$ cat config.mk
export PLATFORM = sky130hd
export DESIGN_NAME = psw_flag_logic
export DESIGN_NICKNAME = d
export VERILOG_FILES = /design/src/rtl/psw_pkg.sv /design/src/rtl/psw_flag_logic.sv
export VERILOG_INCLUDE_DIRS = /design/src /design/src/rtl
export SDC_FILE = /design/constraint.sdc
export NUM_CORES = 1
export LEC_CHECK = 0
export ABC_CLOCK_PERIOD_IN_PS = 1850
export CAP_MARGIN = 20
export CORE_UTILIZATION = 50
export CTS_BUF_LIST = sky130_fd_sc_hd__clkbuf_2 sky130_fd_sc_hd__clkbuf_4 sky130_fd_sc_hd__clkbuf_8
export CTS_CLUSTER_DIAMETER = 30
export DETAILED_ROUTE_END_ITERATION = 7
export DONT_BUFFER_PORTS = 1
export GPL_TIMING_DRIVEN = 1
export PLACE_DENSITY_LB_ADDON = 0.05
export SLEW_MARGIN = 0
export SYNTH_ARGS = -nofsm -noshare
export SYNTH_HDL_FRONTEND = slang
export SYNTH_SLANG_ARGS = --single-unit
$ cat constraint.sdc
create_clock -name clk_sys_i -period 1.85 [get_ports clk_sys_i]
set_input_delay 0.0925 -clock clk_sys_i [delete_from_list [all_inputs] [get_ports clk_sys_i]]
set_output_delay 0.0925 -clock clk_sys_i [all_outputs]
set_load 0.02 [all_outputs]
$ cat src/rtl/psw_cfg.svh
// constants for the processor status word flag logic
// Summary of operation
// - end flag marks most negative source
// - zero flag set on zero result
// - carry arithmetic keeps zero flag chained
// - bit ops: zero is NOT/NOR of bits
// - overflow on signed add/sub/negate range
// - multiply/divide overflow; divide by zero
// - logical operations clear overflow
// - right shifts make overflow sticky
// - bit ops: overflow cleared or OR
// - addition carry from operand msb
// - subtract and compare carry is borrow
// - logical, multiply, divide clear carry
// - shift carry is last bit out
// - bit ops: carry cleared or AND
// - negative flag is result msb
// - bit ops: negative is bit or XOR
// - interrupted multiply flag set, restored
// - software write beats implicit flags
// - accepted interrupt level loads priority field
// - enable and level gate interrupt acceptance
// - bit ten enables bus arbitration pins
// - reset clears whole status word
`ifndef PSW_CFG_SVH
`define PSW_CFG_SVH
`define PSW_ADDR    16'hff10
`define PSW_RST     16'h0000
`define PSW_WMASK   16'hfc7f
`define PSW_MIN_W   16'h8000
`define PSW_MIN_B   8'h80
`define PSW_B_N     0
`define PSW_B_C     1
`define PSW_B_V     2
`define PSW_B_Z     3
`define PSW_B_E     4
`define PSW_B_MULDIV_INTERRUPTED_FLAG 5
`define PSW_B_USR   6
`define PSW_B_HOLD  10
`define PSW_B_IEN   11
`define PSW_LVL_LO  12
`endif

$ cat src/rtl/psw_pkg.sv
// types shared by the status word logic
package psw_pkg;
  // operation class reported by the alu datapath
  typedef enum logic [3:0] {
    PSW_OP_NONE  = 4'b0000,
    PSW_OP_ADD   = 4'b0001,
    PSW_OP_ADDC  = 4'b0010,
    PSW_OP_SUB   = 4'b0011,
    PSW_OP_SUBC  = 4'b0100,
    PSW_OP_NEG   = 4'b0101,
    PSW_OP_LOGIC = 4'b0110,
    PSW_OP_MOV   = 4'b0111,
    PSW_OP_MUL   = 4'b1000,
    PSW_OP_DIV   = 4'b1001,
    PSW_OP_SHL   = 4'b1010,
    PSW_OP_SHR   = 4'b1011,
    PSW_OP_PRIOR = 4'b1100,
    PSW_OP_BIT1  = 4'b1101,
    PSW_OP_BIT2  = 4'b1110
  } psw_op_e;
  typedef logic [15:0] psw_word_t;
endpackage

$ cat src/rtl/psw_flag_logic.sv
// status word register, alu flag generation and apb slave
//
// Added by the designer: the APB register port.
`timescale 1ns/1ps
`default_nettype none
`include "psw_cfg.svh"
module psw_flag_logic
  import psw_pkg::*;
(
  input  wire logic        clk_sys_i,
  input  wire logic        rst_b_i,
  input  wire logic        psel_i,
  input  wire logic        penable_i,
  input  wire logic        pwrite_i,
  input  wire logic [15:0] paddr_i,
  input  wire logic [31:0] pwdata_i,
  output logic      [31:0] prdata_o,
  output logic             pready_o,
  output logic             pslverr_o,
  input  wire logic        alu_valid_i,
  input  wire psw_op_e     alu_op_i,
  input  wire logic        byte_op_i,
  input  wire logic [15:0] op_a_i,
  input  wire logic [15:0] op_b_i,
  input  wire logic [15:0] res_i,
  input  wire logic        shift_zero_i,
  input  wire logic        shift_last_i,
  input  wire logic        shift_sticky_i,
  input  wire logic        muldiv_ovf_i,
  input  wire logic        div_zero_i,
  input  wire logic        bit_a_i,
  input  wire logic        bit_b_i,
  input  wire logic        irq_enter_i,
  input  wire logic [3:0]  irq_lvl_i,
  input  wire logic        muldiv_pend_i,
  input  wire logic        interrupt_return_instruction_i,
  input  wire logic        interrupt_return_instruction_muldiv_interrupted_flag_i,
  input  wire logic        req_valid_i,
  input  wire logic [3:0]  req_lvl_i,
  input  wire logic        req_nmi_i,
  output logic             irq_grant_o,
  output logic      [15:0] psw_o,
  output logic             bus_arb_en_o
);

  logic [1:0]  rst_sync_reg;   // reset release synchroniser
  logic        rst_n;          // synchronised active-low reset
  psw_word_t   psw_reg;        // the status word
  psw_word_t   psw_next;       // its next value
  logic        pready_reg;     // apb ready, one cycle per access
  logic        pslverr_reg;    // apb error for unmapped address
  logic [31:0] prdata_reg;     // apb read data
  logic        grant_reg;      // interrupt acceptance decision
  logic        hold_en_reg;    // bus arbitration pin enable
  logic        hit;            // address decodes to the status word
  logic        sw_wr;          // software write completes this edge
  // adder operands and outputs
  logic [15:0] ax;
  logic [15:0] ay;
  logic        aci;
  logic [16:0] sum_w;
  logic [8:0]  sum_b;
  logic        a_carry;
  logic        a_ovf;
  // per-width views of the result
  logic [15:0] ares;
  logic        r_zero;
  logic        r_msb;
  logic        e_src;
  // implicit flag values
  logic        f_n;
  logic        f_c;
  logic        f_v;
  logic        f_z;
  logic        f_e;

  // reset released through two flops
  always_ff @(posedge clk_sys_i or negedge rst_b_i) begin
    if (!rst_b_i) begin
      rst_sync_reg <= 2'b00;
    end else begin
      rst_sync_reg <= {rst_sync_reg[0], 1'b1};
    end
  end
  assign rst_n = rst_sync_reg[1];

  // address decode and write strobe
  always_comb begin
    if (paddr_i == `PSW_ADDR) begin
      hit = 1'b1;
    end else begin
      hit = 1'b0;
    end
  end
  assign sw_wr = psel_i & penable_i & pready_reg & pwrite_i & hit;

  // apb slave: one wait-free access cycle after setup
  always_ff @(posedge clk_sys_i or negedge rst_n) begin
    if (!rst_n) begin
      pready_reg  <= 1'b0;
      pslverr_reg <= 1'b0;
      prdata_reg  <= 32'h0000_0000;
    end else if (psel_i && !penable_i) begin
      // setup cycle: prepare the answer
      pready_reg  <= 1'b1;
      pslverr_reg <= ~hit;
      // read shows state after the previous instruction
      prdata_reg  <= (hit && !pwrite_i) ? {16'h0000, psw_reg}
                                        : 32'h0000_0000;
    end else begin
      pready_reg  <= 1'b0;
      pslverr_reg <= 1'b0;
    end
  end

  // shared adder for add, subtract, compare and negate
  always_comb begin
    ax  = op_a_i;
    ay  = op_b_i;
    aci = 1'b0;
    case (alu_op_i)
      PSW_OP_ADDC: begin
        aci = psw_reg[`PSW_B_C];
      end
      PSW_OP_SUB: begin
        ay  = ~op_b_i;
        aci = 1'b1;
      end
      PSW_OP_SUBC: begin
        // carry flag holds a borrow, so invert it
        ay  = ~op_b_i;
        aci = ~psw_reg[`PSW_B_C];
      end
      PSW_OP_NEG: begin
        ax  = 16'h0000;
        ay  = ~op_a_i;
        aci = 1'b1;
      end
      default: begin
        aci = 1'b0;
      end
    endcase
    sum_w = {1'b0, ax} + {1'b0, ay} + {16'h0000, aci};
    sum_b = {1'b0, ax[7:0]} + {1'b0, ay[7:0]} + {8'h00, aci};
    if (byte_op_i) begin
      ares    = {8'h00, sum_b[7:0]};
      a_carry = sum_b[8];
      a_ovf   = (ax[7] == ay[7]) && (sum_b[7] != ax[7]);
    end else begin
      ares    = sum_w[15:0];
      a_carry = sum_w[16];
      a_ovf   = (ax[15] == ay[15]) && (sum_w[15] != ax[15]);
    end
  end

  // zero, sign and end tests at the operand width
  always_comb begin
    logic [15:0] r;
    logic [15:0] s;
    r = res_i;
    s = (alu_op_i == PSW_OP_NEG) ? op_a_i : op_b_i;
    if (alu_op_i inside {PSW_OP_ADD, PSW_OP_ADDC, PSW_OP_SUB,
                         PSW_OP_SUBC, PSW_OP_NEG}) begin
      r = ares;
    end
    if (byte_op_i) begin
      r_zero = (r[7:0] == 8'h00);
      r_msb  = r[7];
      e_src  = (s[7:0] == `PSW_MIN_B);
    end else begin
      r_zero = (r == 16'h0000);
      r_msb  = r[15];
      e_src  = (s == `PSW_MIN_W);
    end
  end

  // implicit flags per operation class
  always_comb begin
    f_n = r_msb;
    f_z = r_zero;
    f_c = 1'b0;
    f_v = 1'b0;
    f_e = 1'b0;
    case (alu_op_i)
      PSW_OP_ADD: begin
        f_c = a_carry;
        f_v = a_ovf;
        f_e = e_src;
      end
      PSW_OP_ADDC: begin
        f_c = a_carry;
        f_v = a_ovf;
        f_e = e_src;
        f_z = r_zero & psw_reg[`PSW_B_Z];
      end
      PSW_OP_SUB, PSW_OP_NEG: begin
        f_c = ~a_carry;
        f_v = a_ovf;
        f_e = e_src;
      end
      PSW_OP_SUBC: begin
        f_c = ~a_carry;
        f_v = a_ovf;
        f_e = e_src;
        f_z = r_zero & psw_reg[`PSW_B_Z];
      end
      PSW_OP_LOGIC, PSW_OP_MOV: begin
        // carry and overflow cleared
        f_e = e_src;
      end
      PSW_OP_MUL, PSW_OP_DIV: begin
        // carry cleared, overflow on range or zero divisor
        f_v = muldiv_ovf_i | (alu_op_i == PSW_OP_DIV & div_zero_i);
      end
      PSW_OP_SHL: begin
        f_c = shift_last_i & ~shift_zero_i;
      end
      PSW_OP_SHR: begin
        f_c = shift_last_i & ~shift_zero_i;
        f_v = shift_sticky_i & ~shift_zero_i;
      end
      PSW_OP_PRIOR: begin
        // normalising never shifts a one out
        f_c = 1'b0;
      end
      PSW_OP_BIT1: begin
        f_z = ~bit_a_i;
        f_n = bit_a_i;
      end
      PSW_OP_BIT2: begin
        f_z = ~(bit_a_i | bit_b_i);
        f_v = bit_a_i | bit_b_i;
        f_c = bit_a_i & bit_b_i;
        f_n = bit_a_i ^ bit_b_i;
      end
      default: begin
        f_n = psw_reg[`PSW_B_N];
        f_z = psw_reg[`PSW_B_Z];
        f_c = psw_reg[`PSW_B_C];
        f_v = psw_reg[`PSW_B_V];
        f_e = psw_reg[`PSW_B_E];
      end
    endcase
  end

  // next status word: software write wins over everything
  always_comb begin
    psw_next = psw_reg;
    if (alu_valid_i) begin
      psw_next[`PSW_B_E:`PSW_B_N] = {f_e, f_z, f_v, f_c, f_n};
    end
    if (irq_enter_i) begin
      psw_next[15:`PSW_LVL_LO]  = irq_lvl_i;
      psw_next[`PSW_B_MULDIV_INTERRUPTED_FLAG]    = muldiv_pend_i;
    end else if (interrupt_return_instruction_i) begin
      psw_next[`PSW_B_MULDIV_INTERRUPTED_FLAG]    = interrupt_return_instruction_muldiv_interrupted_flag_i;
    end
    if (sw_wr) begin
      psw_next = pwdata_i[15:0] & `PSW_WMASK;
    end
  end

  // status word register
  always_ff @(posedge clk_sys_i or negedge rst_n) begin
    if (!rst_n) begin
      psw_reg <= `PSW_RST;
    end else begin
      psw_reg <= psw_next;
    end
  end

  // interrupt acceptance gate
  always_ff @(posedge clk_sys_i or negedge rst_n) begin
    if (!rst_n) begin
      grant_reg <= 1'b0;
    end else begin
      // level 15 cannot be exceeded, so only nmi/traps pass
      grant_reg <= req_valid_i & (req_nmi_i |
                   (psw_reg[`PSW_B_IEN] &
                    (req_lvl_i > psw_reg[15:`PSW_LVL_LO])));
    end
  end

  // arbitration pin enable follows bit ten
  always_ff @(posedge clk_sys_i or negedge rst_n) begin
    if (!rst_n) begin
      hold_en_reg <= 1'b0;
    end else begin
      hold_en_reg <= psw_next[`PSW_B_HOLD];
    end
  end

  assign prdata_o     = prdata_reg;
  assign pready_o     = pready_reg;
  assign pslverr_o    = pslverr_reg;
  assign irq_grant_o  = grant_reg;
  assign psw_o        = psw_reg;
  assign bus_arb_en_o = hold_en_reg;

  // checks on the flag logic
  a_reset_clear: assert property (
    @(posedge clk_sys_i) !rst_n |-> psw_reg == `PSW_RST)
    else $error("status word not cleared in reset");
  a_reserved_zero: assert property (
    @(posedge clk_sys_i) disable iff (!rst_n) psw_reg[9:7] == 3'b000)
    else $error("reserved bits not zero");
  a_logic_flags: assert property (
    @(posedge clk_sys_i) disable iff (!rst_n)
    alu_valid_i && alu_op_i == PSW_OP_LOGIC && !byte_op_i && !sw_wr
    |=> !psw_reg[`PSW_B_V] && !psw_reg[`PSW_B_C] &&
        psw_reg[`PSW_B_Z] == ($past(res_i) == 16'h0000))
    else $error("logical flags wrong");
  a_addc_chain: assert property (
    @(posedge clk_sys_i) disable iff (!rst_n)
    alu_valid_i && alu_op_i == PSW_OP_ADDC && !psw_reg[`PSW_B_Z] && !sw_wr
    |=> !psw_reg[`PSW_B_Z])
    else $error("zero chain broken");
  a_bit_two: assert property (
    @(posedge clk_sys_i) disable iff (!rst_n)
    alu_valid_i && alu_op_i == PSW_OP_BIT2 && !sw_wr
    |=> psw_reg[`PSW_B_C] == ($past(bit_a_i) & $past(bit_b_i)) &&
        psw_reg[`PSW_B_V] == ($past(bit_a_i) | $past(bit_b_i)))
    else $error("two bit flags wrong");
  a_div_zero: assert property (
    @(posedge clk_sys_i) disable iff (!rst_n)
    alu_valid_i && alu_op_i == PSW_OP_DIV && div_zero_i && !sw_wr
    |=> psw_reg[`PSW_B_V] && !psw_reg[`PSW_B_C])
    else $error("divide by zero without overflow");
  a_sw_write: assert property (
    @(posedge clk_sys_i) disable iff (!rst_n)
    sw_wr |=> psw_reg == ($past(pwdata_i[15:0]) & `PSW_WMASK))
    else $error("software write lost");
  a_irq_level: assert property (
    @(posedge clk_sys_i) disable iff (!rst_n)
    irq_enter_i && !sw_wr |=> psw_reg[15:`PSW_LVL_LO] == $past(irq_lvl_i))
    else $error("priority not loaded");
  a_grant_gate: assert property (
    @(posedge clk_sys_i) disable iff (!rst_n)
    !psw_reg[`PSW_B_IEN] && !req_nmi_i |=> !irq_grant_o)
    else $error("grant while disabled");
  a_apb_ready: assert property (
    @(posedge clk_sys_i) disable iff (!rst_n)
    psel_i && !penable_i |=> pready_o ##1 !pready_o)
    else $error("ready timing wrong");
  c_add: cover property (@(posedge clk_sys_i) disable iff (!rst_n)
    alu_valid_i && alu_op_i == PSW_OP_ADD);
  c_irq: cover property (@(posedge clk_sys_i) disable iff (!rst_n)
    irq_enter_i && muldiv_pend_i ##[1:20] interrupt_return_instruction_i);
  c_write: cover property (@(posedge clk_sys_i) disable iff (!rst_n)
    sw_wr && alu_valid_i);
  c_grant: cover property (@(posedge clk_sys_i) disable iff (!rst_n)
    irq_grant_o);

endmodule
`default_nettype wire

* Yosys cells after proc, flatten, opt, wreduce, memory -nomap -nowiden *
Index checks and enable logic that the tools add are counted.
W data, S select, Z words.

cells by class
  $add $sub $neg = 4
  multipliers = 0
  div/mod/pow operators = 0
  magnitude comparators = 1
  equal/unequal tests = 21
  shifts and indexed selects = 0
  muxes and demuxes = 25
  bitwise logic cells = 23
  reductions and logical operators = 36

operators with widths
  cell                    count
  $mux W16                6
  $eq A16 B16 Y1 const B  2
  $not A16 Y16            2
  $pmux W16 S2            1
  $eq A4 B4 Y1 const B    7
  $add A16 B16 Y17        1
  $add A17 B1 Y17         1
  $eq A4 B3 Y1 const B    4
  $logic_not A16 Y1       1
  $reduce_or A7 Y1        2
  $reduce_bool A6 Y1      2
  $reduce_or A12 Y1       1
  $reduce_or A2 Y1        6
  $and A1 B1 Y1           11
  $mux W1                 10
  $pmux W1 S5             2
  $reduce_and A2 Y1       5
  $reduce_bool A5 Y1      2
  $reduce_or A10 Y1       1
  $reduce_or A5 Y1        2
  $add A8 B8 Y9           1
  $add A9 B1 Y9           1
  $eq A4 B2 Y1 const B    2
  $eq A8 B8 Y1 const B    1
  20 further kinds        36

storage, ports and cells
  register bits after elaboration = 50
  latch bits = 0
  memory bits (writable) = 0
  bits in read-only memories = 0
  input port bits = 128
  output and inout port bits = 52
  logic and storage cells = 124
  memories = 0

* Longest topological paths before layout *
Gate-level depths: netlist of the first run.

  depth after elaboration = 13
  mapped depth = 18
  depth with buffers taken out = 16

* Worst setup path before layout of the first run *
Ideal clock, no wire load.

  path kind = input to register
  start = in alu_op_i[0]
  end = reg psw_reg[3], in the netlist psw_o[3]
  library setup time = 0.072 ns
  data arrival time = 3.667 ns
  required time = 1.778 ns
  setup slack = -1.889 ns
  stages on the path = 18
  buffers on the path = 2
  cell sequence = nand2_1 > or2_2 > a21oi_1 > or2_2 > clkbuf_1 > buf_2 > nand2_1 > o21ai_0 > o21ai_0 > fa_1 > fa_1 > a211oi_1 > o211ai_1 > and3_1 > or3_1 > a21oi_1 > a41oi_1 > nor2_1

between the ends
  longest elaborated chain between the ends = 13
  elaborated cells between the ends (all ways) = 37
  those cells by class = add/sub (4); eq/ne (14); mux (9); bitwise (1); reduce/logical (9)

RTL lines
  element                                                line                                                                 source
  start, declared                                        psw_flag_logic.sv:21                                                 input wire psw_op_e alu_op_i,
  $eq A4 B2 Y1 or $eq A4 B3 Y1 (tied branches)           psw_flag_logic.sv:121, psw_flag_logic.sv:162, psw_flag_logic.sv:184
  $reduce_or A2 Y1 (no line)                             --
  $pmux W16 S2                                           psw_flag_logic.sv:121                                                case (alu_op_i)
  $add A16 B16 Y17 or $add A8 B8 Y9 (tied branches)      psw_flag_logic.sv:143, psw_flag_logic.sv:144
  $add A17 B1 Y17 or $add A9 B1 Y9 (tied branches)       psw_flag_logic.sv:143, psw_flag_logic.sv:144
  $mux W16                                               psw_flag_logic.sv:145                                                if (byte_op_i) begin
  $mux W16                                               psw_flag_logic.sv:162                                                if (alu_op_i inside {PSW_OP_ADD, PSW_OP_ADDC, PSW_OP_SUB,
  $logic_not A16 Y1 or $logic_not A8 Y1 (tied branches)  psw_flag_logic.sv:171, psw_flag_logic.sv:167
  $mux W1                                                psw_flag_logic.sv:166                                                if (byte_op_i) begin
  $and A1 B1 Y1                                          psw_flag_logic.sv:194, psw_flag_logic.sv:205
  $pmux W1 S4                                            psw_flag_logic.sv:184                                                case (alu_op_i)
  $mux W5                                                psw_flag_logic.sv:249                                                if (alu_valid_i) begin
  $mux W16                                               psw_flag_logic.sv:258                                                if (sw_wr) begin
  end signal, assigned                                   psw_flag_logic.sv:266                                                psw_reg <= `PSW_RST;
  end signal, assigned                                   psw_flag_logic.sv:268                                                psw_reg <= psw_next;
  end, declared                                          psw_flag_logic.sv:48                                                 psw_word_t psw_reg;

Parallel ways exist; a longest one is shown, timed or not. The select of a mux whose other input is x is not followed.
A chain may end at the register's enable or synchronous reset.

* Worst setup path after layout of the first run *
  start = reg psw_reg[1], in the netlist psw_o[1]
  end = reg psw_reg[3], in the netlist psw_o[3]

between the ends
  longest elaborated chain between the ends = 11
  elaborated cells between the ends (all ways) = 13
  those cells by class = add/sub (2); mux (7); bitwise (2); reduce/logical (2)

RTL lines
  element                                                line                                          source
  $not A1 Y1                                             psw_flag_logic.sv:132                         aci = ~psw_reg[`PSW_B_C];
  $pmux W1 S3 (*)                                        psw_flag_logic.sv:121
  $add A17 B1 Y17 or $add A9 B1 Y9 (tied branches)       psw_flag_logic.sv:143, psw_flag_logic.sv:144
  $mux W16 (*)                                           psw_flag_logic.sv:145
  $mux W16 (*)                                           psw_flag_logic.sv:162
  $logic_not A16 Y1 or $logic_not A8 Y1 (tied branches)  psw_flag_logic.sv:171, psw_flag_logic.sv:167
  $mux W1 (*)                                            psw_flag_logic.sv:166
  $and A1 B1 Y1                                          psw_flag_logic.sv:194, psw_flag_logic.sv:205
  $pmux W1 S4 (*)                                        psw_flag_logic.sv:184
  $mux W5 (*)                                            psw_flag_logic.sv:249
  $mux W16 (*)                                           psw_flag_logic.sv:258

Mark *: on every way between the ends. The rest lies on a longest branch, timed or not. The select of a mux whose other input is x is not followed.

==> summary.md, run 1 <==
| Metric | Value |
|---|---|
| Status | finished, violations left |
| Failing checks | negative setup slack |
| Total Power | 2.666 mW |
| Post-route setup slack | -1.032 ns |
| Non-filler cells, final | 618 |
| Synth Area in Adders | 8.794% |
| Achievable Freq | 0.3469 GHz |
| GR Overflow Total | 0 |
| Die height | 84.99 microns |
| Crit path max fanout | 4 |
| Tightest Pin Transition | 0.5280 ns |
| Initial DRC count | 210 |
| Worst IR drop on VDD | 427.3 uV |
| Core area | 6495 sq um |
| Drc violations | 0 |
| Crit-path most repeated cell | nor2_1 |
| Yosys warns | 0 |
| Final Max Tran Viols | 0 |
| I/O pin count | 180 |
| Leakage power | 1.967 nW |
| Vias in the first global route | 3454 |
| Cell count after synthesis | 457 |
| Avg Inst Size Synth | 7.535 sq um |
| Synth async-reset ratio | 100.0% |
| Clk_skew | 0.007283 ns |
| Wire per inst | 17.11 microns |
| DIE WIDTH | 84.99 microns |
| Num rows | 29 |
| Final RePlAce weighted congestion | 0.8618 |
| Synth area leader | dfrtp_1 |
| Max_cap viols | 0 |
| Complex-gate fraction of the synthesized area | 29.32% |
| Die Footprint | 7222 sq um |
| Final ANT Viol Nets | 0 |
| Root Driver | clkbuf_8 |
| Crit path cell chain | nor2_1 > nor3_1 > a31oi_1 > nor2_1 > fa_2 > fa_2 > a211oi_4 > o211ai_1 > and3_1 > or3_1 > a21oi_2 > a41oi_2 > nor2_1 |
| Fin area | 4428 sq um |
| Total track usage | 28.21% |
| Predominant post-synthesis flop cell | dfrtp_1 |
| Synth Cell Area | 3443 sq um |
| Largest stage delay, worst path | 0.40 ns |
| DP Cell Count | 590 |
| Nets | 691 |
| Via Count | 3752 |
| Post-synthesis mux area share | 3.416% |
| CTS tree | yes |
| First-pass GRT wire length | 16290 microns |
| Worst rel slew slack | 64.57% |
| Setup Viol. Count Final | 4 |
| TritonCTS Sinks | 31 |
| Most frequent cell after synthesis | o21ai_0 |
| Worst path arrival time | 3.10 ns |
| Largest net degree at the start of global routing | 33 |
| Number of flops mapped to enable cells by yosys | 0 |
| Total Wirelength | 10580 microns |
| Area contributors post-synth | dfrtp_1, o21ai_0, ha_1, buf_4, a21oi_1 |
| Clock H-tree levels | 2 |
| Initial antenna violation count | 0 |
| Setup CP Type | flop to flop |
| Worst skew pair latency | 0.29 ns |
| Largest family of logic cells by synthesized area | compound AO/OA/AOI/OAI gates |
| Clock Path Buffers | 2 |
| Final hold viol count | 0 |
| Simple-gate portion of the synthesized area | 24.93% |
| PwrDens | 602.0 nW/um^2 |
| Area Overhead vs Synth | 28.60% |
| Synth top area share | 22.53% |
| Vias per Instance | 6.071 |
| Share of layout cells above drive strength 1 | 24.21% |
| WP data required | 2.07 ns |
| Clk slew on worst S/H paths | 0.07 ns |
| Top post-synthesis cells by count | o21ai_0, nand2_1, nor2_1 |
| Ant diodes | 0 |
| Initial Util | 53.01% |
| CTS Buf Count | 5 |
| Xor/xnor share of the synthesized area | 1.526% |
| Unrepaired setup endpoints after global routing | yes |
| Distinct cells, synth | 65 |
| Area after DPL | 4011 sq um |
| Post-layout min period | 2.882 ns |
| Hold WC Path Type | input port to flop |
| Register area share after synthesis | 22.53% |
| Final period util | 155.8% |
| Port bufs | 0 |
| Setup crit start kind | flop |
| Dpl hpwl | 8090 microns |
| Fillers | 569 |
| Post-layout util | 68.18% |
| Critical path endpoint category | flop |
| Yosys reg bits | 31 |
| Drt first pass iters | 5 |
| CP max-delay cell | dfrtp_1 |
## stage by stage
step                      setup TNS (ns)  setup slack, ns  hold WS, ns
final                             -3.611           -1.032      0.02711
after global routing              -4.275           -1.184      0.02437
after CTS                         -3.667           -1.086      0.02454
after detailed placement          -5.039           -1.305      -0.2030
after global placement            -4.558           -1.202      -0.2030
after floorplan                   -4.764           -1.348      -0.2031
## placed cells by master, fill, tap and decap left out, drive strengths merged, types with 7 or more instances in the layout
master	n
clkbuf	7
nand2b	7
dfrtp	31
dlygate4sd3	14
inv	17
a21oi	31
and2	17
a22o	14
nand2	41
ha	21
nor2b	11
conb	23
o21ai	63
nor4	13
nor3	12
buf	83
nor2	34
## area by class of cell
cell class              instances  area, sq um  share of cell area, %
well taps                      77        96.34                  2.176
flip-flops and latches         31        775.7                  17.52
clock buffers                   6        82.58                  1.865
inverters                      17        63.81                  1.441
multi-input cells             387         2574                  58.12
clock inverters                 2        35.03                 0.7912
repair buffers                 98        800.8                  18.08
## report_power, final
part	internal (mW)	switching (mW)	leakage (nW)
sequential	0.708	0.0604	0.409
combinational	0.581	0.617	1.50
clock	0.436	0.264	0.0612
total	1.72	0.942	1.97
## metal layers
layer	part of all wire, %	global-route usage (%)	vias to the layer above
met5	0	0	-
met4	1.3	5.701	0
met3	6.4	4.377	16
met2	49	49.41	173
met1	43	36.83	1763
li1	-	-	1800
## kinds of logic after synthesis
group / count (synthesis)
DFF: 31
and+or+nand+nor: 164
muxes: 11
buffers and inverters: 60
AOI/OAI and AO/OA: 160
xor gates and xnor gates: 6
adders and majority gates: 23
other: 2
## worst max-delay path: cells and delay by family (launching register included)
kind                     cells  cell delay (ns)
AND/OR/NAND/NOR              6             0.86
AO/OA/AOI/OAI                5             0.84
flip-flops                   1             0.40
adder cells (fa/ha/maj)      2             0.73
## path summary, 6_finish.rpt
kind	cells after the start	start	slack (ns)	endpoint
worst max-delay path	13	psw_o[1]$_DFFE_PN0P_	-1.03	psw_o[3]$_DFFE_PN0P_
worst min-delay path	2	irq_lvl_i[3]	0.03	psw_o[15]$_DFFE_PN0P_
worst max register to register	13	psw_o[1]$_DFFE_PN0P_	-1.03	psw_o[3]$_DFFE_PN0P_
worst min register to register	1	rst_sync_reg[1]$_DFF_PN0_	0.25	prdata_o[1]$_DFFE_PN0P_
max in group asynchronous	1	rst_sync_reg[1]$_DFF_PN0_	1.33	psw_o[0]$_DFFE_PN0P_
min in group asynchronous	1	rst_b_i	0.04	rst_sync_reg[0]$_DFF_PN0_
## timing repair
item | CTS | global route
gates cloned | 0 | 1
gates resized for setup | 13 | 19
pin swaps | 10 | 18
setup buffers | 3 | 2
hold buffers | 14 | 0
endpoints found under the setup margin | 4 | 4
endpoints found under the hold margin | 14 | 0
No activity file was read; power rests on OpenSTA's default activity.
==> run 2: changes to the inputs <==
--- a/config.mk
+++ b/config.mk
@@ -8,7 +8,7 @@
 export LEC_CHECK = 0
 export ABC_CLOCK_PERIOD_IN_PS = 1850
 export CAP_MARGIN = 20
-export CORE_UTILIZATION = 50
+export CORE_UTILIZATION = 35
 export CTS_BUF_LIST = sky130_fd_sc_hd__clkbuf_2 sky130_fd_sc_hd__clkbuf_4 sky130_fd_sc_hd__clkbuf_8
 export CTS_CLUSTER_DIAMETER = 30
 export DETAILED_ROUTE_END_ITERATION = 7
==> summary.md, run 2 (same netlist as run 1, synthesis figures left out) <==
| Metric | Value |
|---|---|
| Core area | 9371 sq um (+44%) |
| I/O pin count | 180 (unchanged) |
| Metal-1 WL | 4788 microns (+4.7%) |
| Met3 WL post-DR | 597 microns (-11%) |
| Num rows | 35 (+21%) |
| Achievable Freq | 0.3376 GHz (-2.7%) |
| Unrepaired setup endpoints after global routing | yes |
| Max layer used | met4 |
| Fillers | 971 (+71%) |
| Via Count | 3610 (-3.8%) |
| Critical path endpoint category | flop |
| WP data required | 2.00 ns (-0.07 ns) |
| Clock H-tree levels | 2 (unchanged) |
| Final TNS setup | -4.016 ns (-0.4046 ns) |
| Final ANT Viol Nets | 0 (unchanged) |
| TritonCTS Sinks | 31 (unchanged) |
| Total Wirelength | 10660 microns (+0.77%) |
| Setup Viol. Count Final | 4 (unchanged) |
| Area Overhead vs Synth | 28.09% |
| First-pass GRT wire length | 16350 microns (+0.34%) |
| FF+latch area | 775.7 sq um (unchanged) |
| FF-to-FF setup slack | -1.11 ns (-0.08 ns) |
| P_sw | 921.7 uW (-2.1%) |
| Total track usage | 20.26% (-8.0 points) |
| Port bufs | 0 (unchanged) |
| Worst slack, placed | -1.329 ns (-0.02456 ns) |
| Initial Util | 36.74% (-16 points) |
| Sequential power share | 30.3% (+1.5 points) |
| Drc violations | 0 (unchanged) |
| Die height | 101.2 microns (+19%) |
| Vias per Instance | 5.404 (-11%) |
| Status | finished, violations left |
| Dpl hpwl | 8596 microns (+6.3%) |
| Final Max Tran Viols | 0 (unchanged) |
| Worst skew pair latency | 0.28 ns (about the same) |
| DIE WIDTH | 101.2 microns (+19%) |
| Clock Path Buffers | 2 (unchanged) |
| Logic pwr share | 46.5% (+1.6 points) |
| Initial antenna violation count | 0 (unchanged) |
| Share of layout cells above drive strength 1 | 22.82% (-1.4 points) |
| Clk slew on worst S/H paths | 0.06 ns (about the same) |
| Worst IR drop on VDD | 284.1 uV (-34%) |
| Largest net degree at the start of global routing | 30 (-9.1%) |
| Crit path max fanout | 4 (unchanged) |
| Die Footprint | 10240 sq um (+42%) |
| Clk_skew | 0.01102 ns (+0.003739 ns) |
| Initial DRC count | 132 (-37%) |
| CTS Buf Count | 5 (unchanged) |
| Ant diodes | 0 (unchanged) |
| Leakage power | 1.935 nW (-1.6%) |
| Nets | 689 (-0.29%) |
| Internal power | 1.624 mW (-5.8%) |
| Vias in the first global route | 3398 (-1.6%) |
| Final hold viol count | 0 (unchanged) |
| Setup CP Type | flop to flop |
| Post-layout min period | 2.962 ns (+0.07950 ns) |
| Final period util | 160.1% (+4.3 points) |
| Final RePlAce weighted congestion | 0.8227 (-4.5%) |
| Switching Fraction | 36.20% (+0.88 points) |
| Commonest non-fill, non-tap cells in the layout | buf_4, o21ai_0, nand2_1 |
| PwrDens | 577.3 nW/um^2 (-4.1%) |
| Clock power frac | 23.3% (-3.0 points) |
| Drt first pass iters | 6 (+1) |
| CTS tree | yes |
| Post-route setup slack | -1.112 ns (-0.07950 ns) |
| Routed wl met2 | 5127 microns (-1.3%) |
| Area of the multi-input gates | 2549 sq um (-0.97%) |
| Max_cap viols | 0 (unchanged) |
| Wire per inst | 15.95 microns (-6.8%) |
| Setup crit start kind | flop |
| GR Overflow Total | 0 (unchanged) |
| Worst path arrival time | 3.11 ns (about the same) |
| Root Driver | clkbuf_8 |
| Most common cell after layout, fill and taps aside | buf_4 |
| Hold WC Path Type | input port to flop |
| Failing checks | negative setup slack |
## run 2: cell count changes in the layout (fill, tap and decap cells not counted), moves of 2 or more
cell	previous run	this run
nand2_2	4	0
a21oi_1	25	27
o21ai_1	12	8
o21ai_0	50	54
a21oi_2	5	3
nand2_1	36	40
## run 2: area by class of cell
| class | instances | share of cell area, % |
|---|---|---|
| clock buffers | 7 | 2.184 |
| inverters | 17 | 1.447 |
| repair buffers | 96 | 17.16 |
| well taps | 129 | 3.660 |
| multi-input cells | 387 | 57.79 |
| clock inverters | 1 | 0.1702 |
| flip-flops and latches | 31 | 17.59 |
## run 2: worst paths after layout
check | depth (start not counted) | end | startpoint
max | 13 | psw_o[1]$_DFFE_PN0P_ | psw_o[1]$_DFFE_PN0P_
min | 2 | psw_o[1]$_DFFE_PN0P_ | pwdata_i[1]
max reg2reg | 13 | psw_o[1]$_DFFE_PN0P_ | psw_o[1]$_DFFE_PN0P_
min reg2reg | 1 | prdata_o[1]$_DFFE_PN0P_ | rst_sync_reg[1]$_DFF_PN0_
max in group asynchronous | 1 | psw_o[3]$_DFFE_PN0P_ | rst_sync_reg[1]$_DFF_PN0_
min in group asynchronous | 1 | rst_sync_reg[1]$_DFF_PN0_ | rst_b_i
## run 2: layer usage
metal	vias to the layer above	global-route usage (%)
met4	0	4.013
li1	1797	-
met1	1694	26.63
met5	-	0
met3	11	3.658
met2	108	34.80
## run 2: critical path, stage by stage, from the launching register on
cell	delay, ns
dfrtp_1	0.41
nor2_1	0.10
nor3_1	0.05
a31oi_1	0.16
nor2_1	0.10
fa_2	0.37
fa_2	0.42
a211oi_4	0.24
o211ai_1	0.17
a21oi_1	0.20
a211oi_2	0.09
a2111oi_2	0.27
a311o_1	0.18
o22ai_1	0.07
## run 2: per-stage QoR
step / cells / area, sq um / total power [mW] / util (%) / hold slack [ns]
floorplan: 478 / 3608 / 1.505 / - / -0.2031
CTS: 667 / 4370 / 2.535 / 46.64 / 0.006697
global route: 668 / 4410 / 2.732 / 47.06 / 0.02781
detailed placement: 643 / 4076 / 1.870 / 43.50 / -0.2030
finish: 668 / 4410 / 2.546 / 47.06 / 0.01208
global placement: 643 / 4076 / 1.867 / 43.50 / -0.2030
## run 2: what timing repair did
item / CTS / global route
hold endpoints to repair: 13 / 0
endpoints found under the setup margin: 4 / 4
resized for setup: 14 / 6
hold buffers: 13 / 0
setup buffers: 3 / 1
pin swaps: 7 / 3
## run 2: power groups by stage
stage / combinational (mW) / sequential (mW) / clock, mW
after floorplan: 0.714 / 0.791 / 0
after global placement: 1.08 / 0.783 / 0
after detailed placement: 1.09 / 0.783 / 0
after CTS: 1.16 / 0.771 / 0.606
after global routing: 1.31 / 0.773 / 0.647
final: 1.18 / 0.770 / 0.592
==> run 3: changes to the inputs <==
--- a/config.mk
+++ b/config.mk
@@ -8,13 +8,14 @@
 export LEC_CHECK = 0
 export ABC_CLOCK_PERIOD_IN_PS = 1850
 export CAP_MARGIN = 20
-export CORE_UTILIZATION = 35
+export CORE_UTILIZATION = 45
 export CTS_BUF_LIST = sky130_fd_sc_hd__clkbuf_2 sky130_fd_sc_hd__clkbuf_4 sky130_fd_sc_hd__clkbuf_8
 export CTS_CLUSTER_DIAMETER = 30
 export DETAILED_ROUTE_END_ITERATION = 7
 export DONT_BUFFER_PORTS = 1
 export GPL_TIMING_DRIVEN = 1
 export PLACE_DENSITY_LB_ADDON = 0.05
+export RECOVER_POWER = 50
 export SLEW_MARGIN = 0
 export SYNTH_ARGS = -nofsm -noshare
 export SYNTH_HDL_FRONTEND = slang
==> summary.md, run 3 (same netlist as run 1, synthesis figures left out) <==
| Metric | Value |
|---|---|
| Total Wirelength | 10070 microns (-5.5%) |
| Largest stage delay, worst path | 0.41 ns (about the same) |
| Ant diodes | 0 (unchanged) |
| Fin area | 4300 sq um (-2.5%) |
| Worst path arrival time | 3.23 ns (+0.12 ns) |
| Post-layout min period | 3.031 ns (+0.06894 ns) |
| Final RePlAce weighted congestion | 0.8799 (+7.0%) |
| Crit path max fanout | 4 (unchanged) |
| Wire per inst | 15.88 microns (-0.45%) |
| CP max-delay cell | dfrtp_1 |
| I/O pin count | 180 (unchanged) |
| DP Cell Count | 611 (-5.0%) |
| Final hold viol count | 0 (unchanged) |
| Port bufs | 0 (unchanged) |
| Total Power | 2.433 mW (-4.4%) |
| Non-filler cells, final | 634 (-5.1%) |
| Setup Viol. Count Final | 4 (unchanged) |
| WP data required | 2.05 ns (+0.05 ns) |
| Setup CP Type | flop to flop |
| Initial DRC count | 186 (+41%) |
| Root Driver | clkbuf_8 |
| Buf/Inv on CP | 0 (unchanged) |
| Status | finished, violations left |
| Failing checks | negative setup slack |
| Drt first pass iters | 4 (-2) |
| Max_cap viols | 0 (unchanged) |
| Post-layout util | 58.66% (+12 points) |
| Clk_skew | 0.003114 ns (-0.007908 ns) |
| Num rows | 31 (-11%) |
| Largest net degree at the start of global routing | 33 (+10%) |
| Tightest Pin Transition | 0.7594 ns |
| Clock Path Buffers | 2 (unchanged) |
| Vias per Instance | 5.721 (+5.9%) |
| Share of layout cells above drive strength 1 | 21.31% (-1.5 points) |
| Worst rel slew slack | 49.37% |
| DIE WIDTH | 89.48 microns (-12%) |
| Final ANT Viol Nets | 0 (unchanged) |
| CTS tree | yes |
| Crit-path most repeated cell | nor2_1 |
| Initial Util | 46.97% (+10 points) |
| Hold WC Path Type | input port to flop |
| Final Max Tran Viols | 0 (unchanged) |
| Final TNS setup | -3.916 ns (+0.1002 ns) |
| CTS Buf Count | 5 (unchanged) |
| Worst skew pair latency | 0.27 ns (about the same) |
| Initial antenna violation count | 0 (unchanged) |
| GR Overflow Total | 0 (unchanged) |
| Total track usage | 24.55% (+4.3 points) |
| Vias in the first global route | 3270 (-3.8%) |
| Area after DPL | 4031 sq um (-1.1%) |
| Die Footprint | 8006 sq um (-22%) |
| First-pass GRT wire length | 15150 microns (-7.3%) |
| Dpl hpwl | 8203 microns (-4.6%) |
| TritonCTS Sinks | 31 (unchanged) |
| Unrepaired setup endpoints after global routing | yes |
| Commonest non-fill, non-tap cells in the layout | buf_4, o21ai_0, nand2_1 |
| Final period util | 163.8% (+3.7 points) |
| Worst IR drop on VDD | 293.8 uV (+3.4%) |
| Nets | 685 (-0.58%) |
| Via Count | 3627 (+0.47%) |
| Clk slew on worst S/H paths | 0.06 ns (about the same) |
| Crit path cell chain | nor2_1 > nor3_1 > a31oi_1 > nor2_1 > fa_2 > fa_2 > a211oi_4 > o211ai_1 > and3_1 > or3_1 > a21oi_1 > a41oi_1 > nor2_1 |
| Core area | 7331 sq um (-22%) |
| Cell family with most CP delay | compound AO/OA/AOI/OAI gates |
| Drc violations | 0 (unchanged) |
| PwrDens | 565.8 nW/um^2 (-2.0%) |
| Die height | 89.48 microns (-12%) |
| Critical path endpoint category | flop |
| Setup crit start kind | flop |
| Achievable Freq | 0.3299 GHz (-2.3%) |
| Most common cell after layout, fill and taps aside | buf_4 |
| Leakage power | 1.907 nW (-1.4%) |
| Area Overhead vs Synth | 24.89% |
| Post-route setup slack | -1.181 ns (-0.06894 ns) |
| Clock H-tree levels | 2 (unchanged) |
run 3: worst paths after layout:
| path | start | endpoint | slack [ns] | cells past startpoint |
|---|---|---|---|---|
| max in group asynchronous | rst_sync_reg[1]$_DFF_PN0_ | prdata_o[6]$_DFFE_PN0P_ | 1.01 | 1 |
| setup / recovery | psw_o[1]$_DFFE_PN0P_ | psw_o[3]$_DFFE_PN0P_ | -1.18 | 13 |
| hold / removal | muldiv_pend_i | psw_o[5]$_DFFE_PN0P_ | 0.02 | 2 |
| min in group asynchronous | rst_b_i | rst_sync_reg[0]$_DFF_PN0_ | 0.05 | 1 |
| hold reg to reg | rst_sync_reg[0]$_DFF_PN0_ | rst_sync_reg[1]$_DFF_PN0_ | 0.36 | 0 |
| setup reg to reg | psw_o[1]$_DFFE_PN0P_ | psw_o[3]$_DFFE_PN0P_ | -1.18 | 13 |
run 3: report_power, final:
part | internal (mW) | switching [mW]
clock | 0.293 | 0.234
combinational | 0.554 | 0.584
sequential | 0.708 | 0.0600
run 3: stage by stage:
| step | hold WS [ns] | worst slack, ns |
|---|---|---|
| floorplan | -0.2031 | -1.348 |
| global placement | -0.2030 | -1.219 |
| detailed placement | -0.2030 | -1.275 |
| CTS | 0.01886 | -1.155 |
| global route | 0.02842 | -1.393 |
| finish | 0.02163 | -1.181 |
run 3: final cells by class:
| class | instances | area [sq um] |
|---|---|---|
| clock buffer | 7 | 83.83 |
| timing repair buffer | 92 | 729.5 |
| fill | 687 | 3030 |
| multi-input combinational | 387 | 2519 |
| tap | 99 | 123.9 |
| clock inverter | 1 | 5.005 |
| sequential | 31 | 775.7 |
| inverter | 17 | 63.81 |
run 3: routing by layer:
metal | track usage (%) | up-vias | part of all wire (%)
li1 | - | 1789 | -
met1 | 31.93 | 1696 | 44
met2 | 43.79 | 136 | 50
met3 | 3.139 | 6 | 5.3
met4 | 4.473 | 0 | 0.68
met5 | 0 | - | 0
run 3: timing repair:
action | CTS | global route
pin swaps | 1 | 7
endpoints found under the setup margin | 4 | 4
cloned | 0 | 0
endpoints found under the hold margin | 13 | 0
resized for setup | 4 | 6
buffers inserted | 2 | 0
hold buffers | 13 | 0
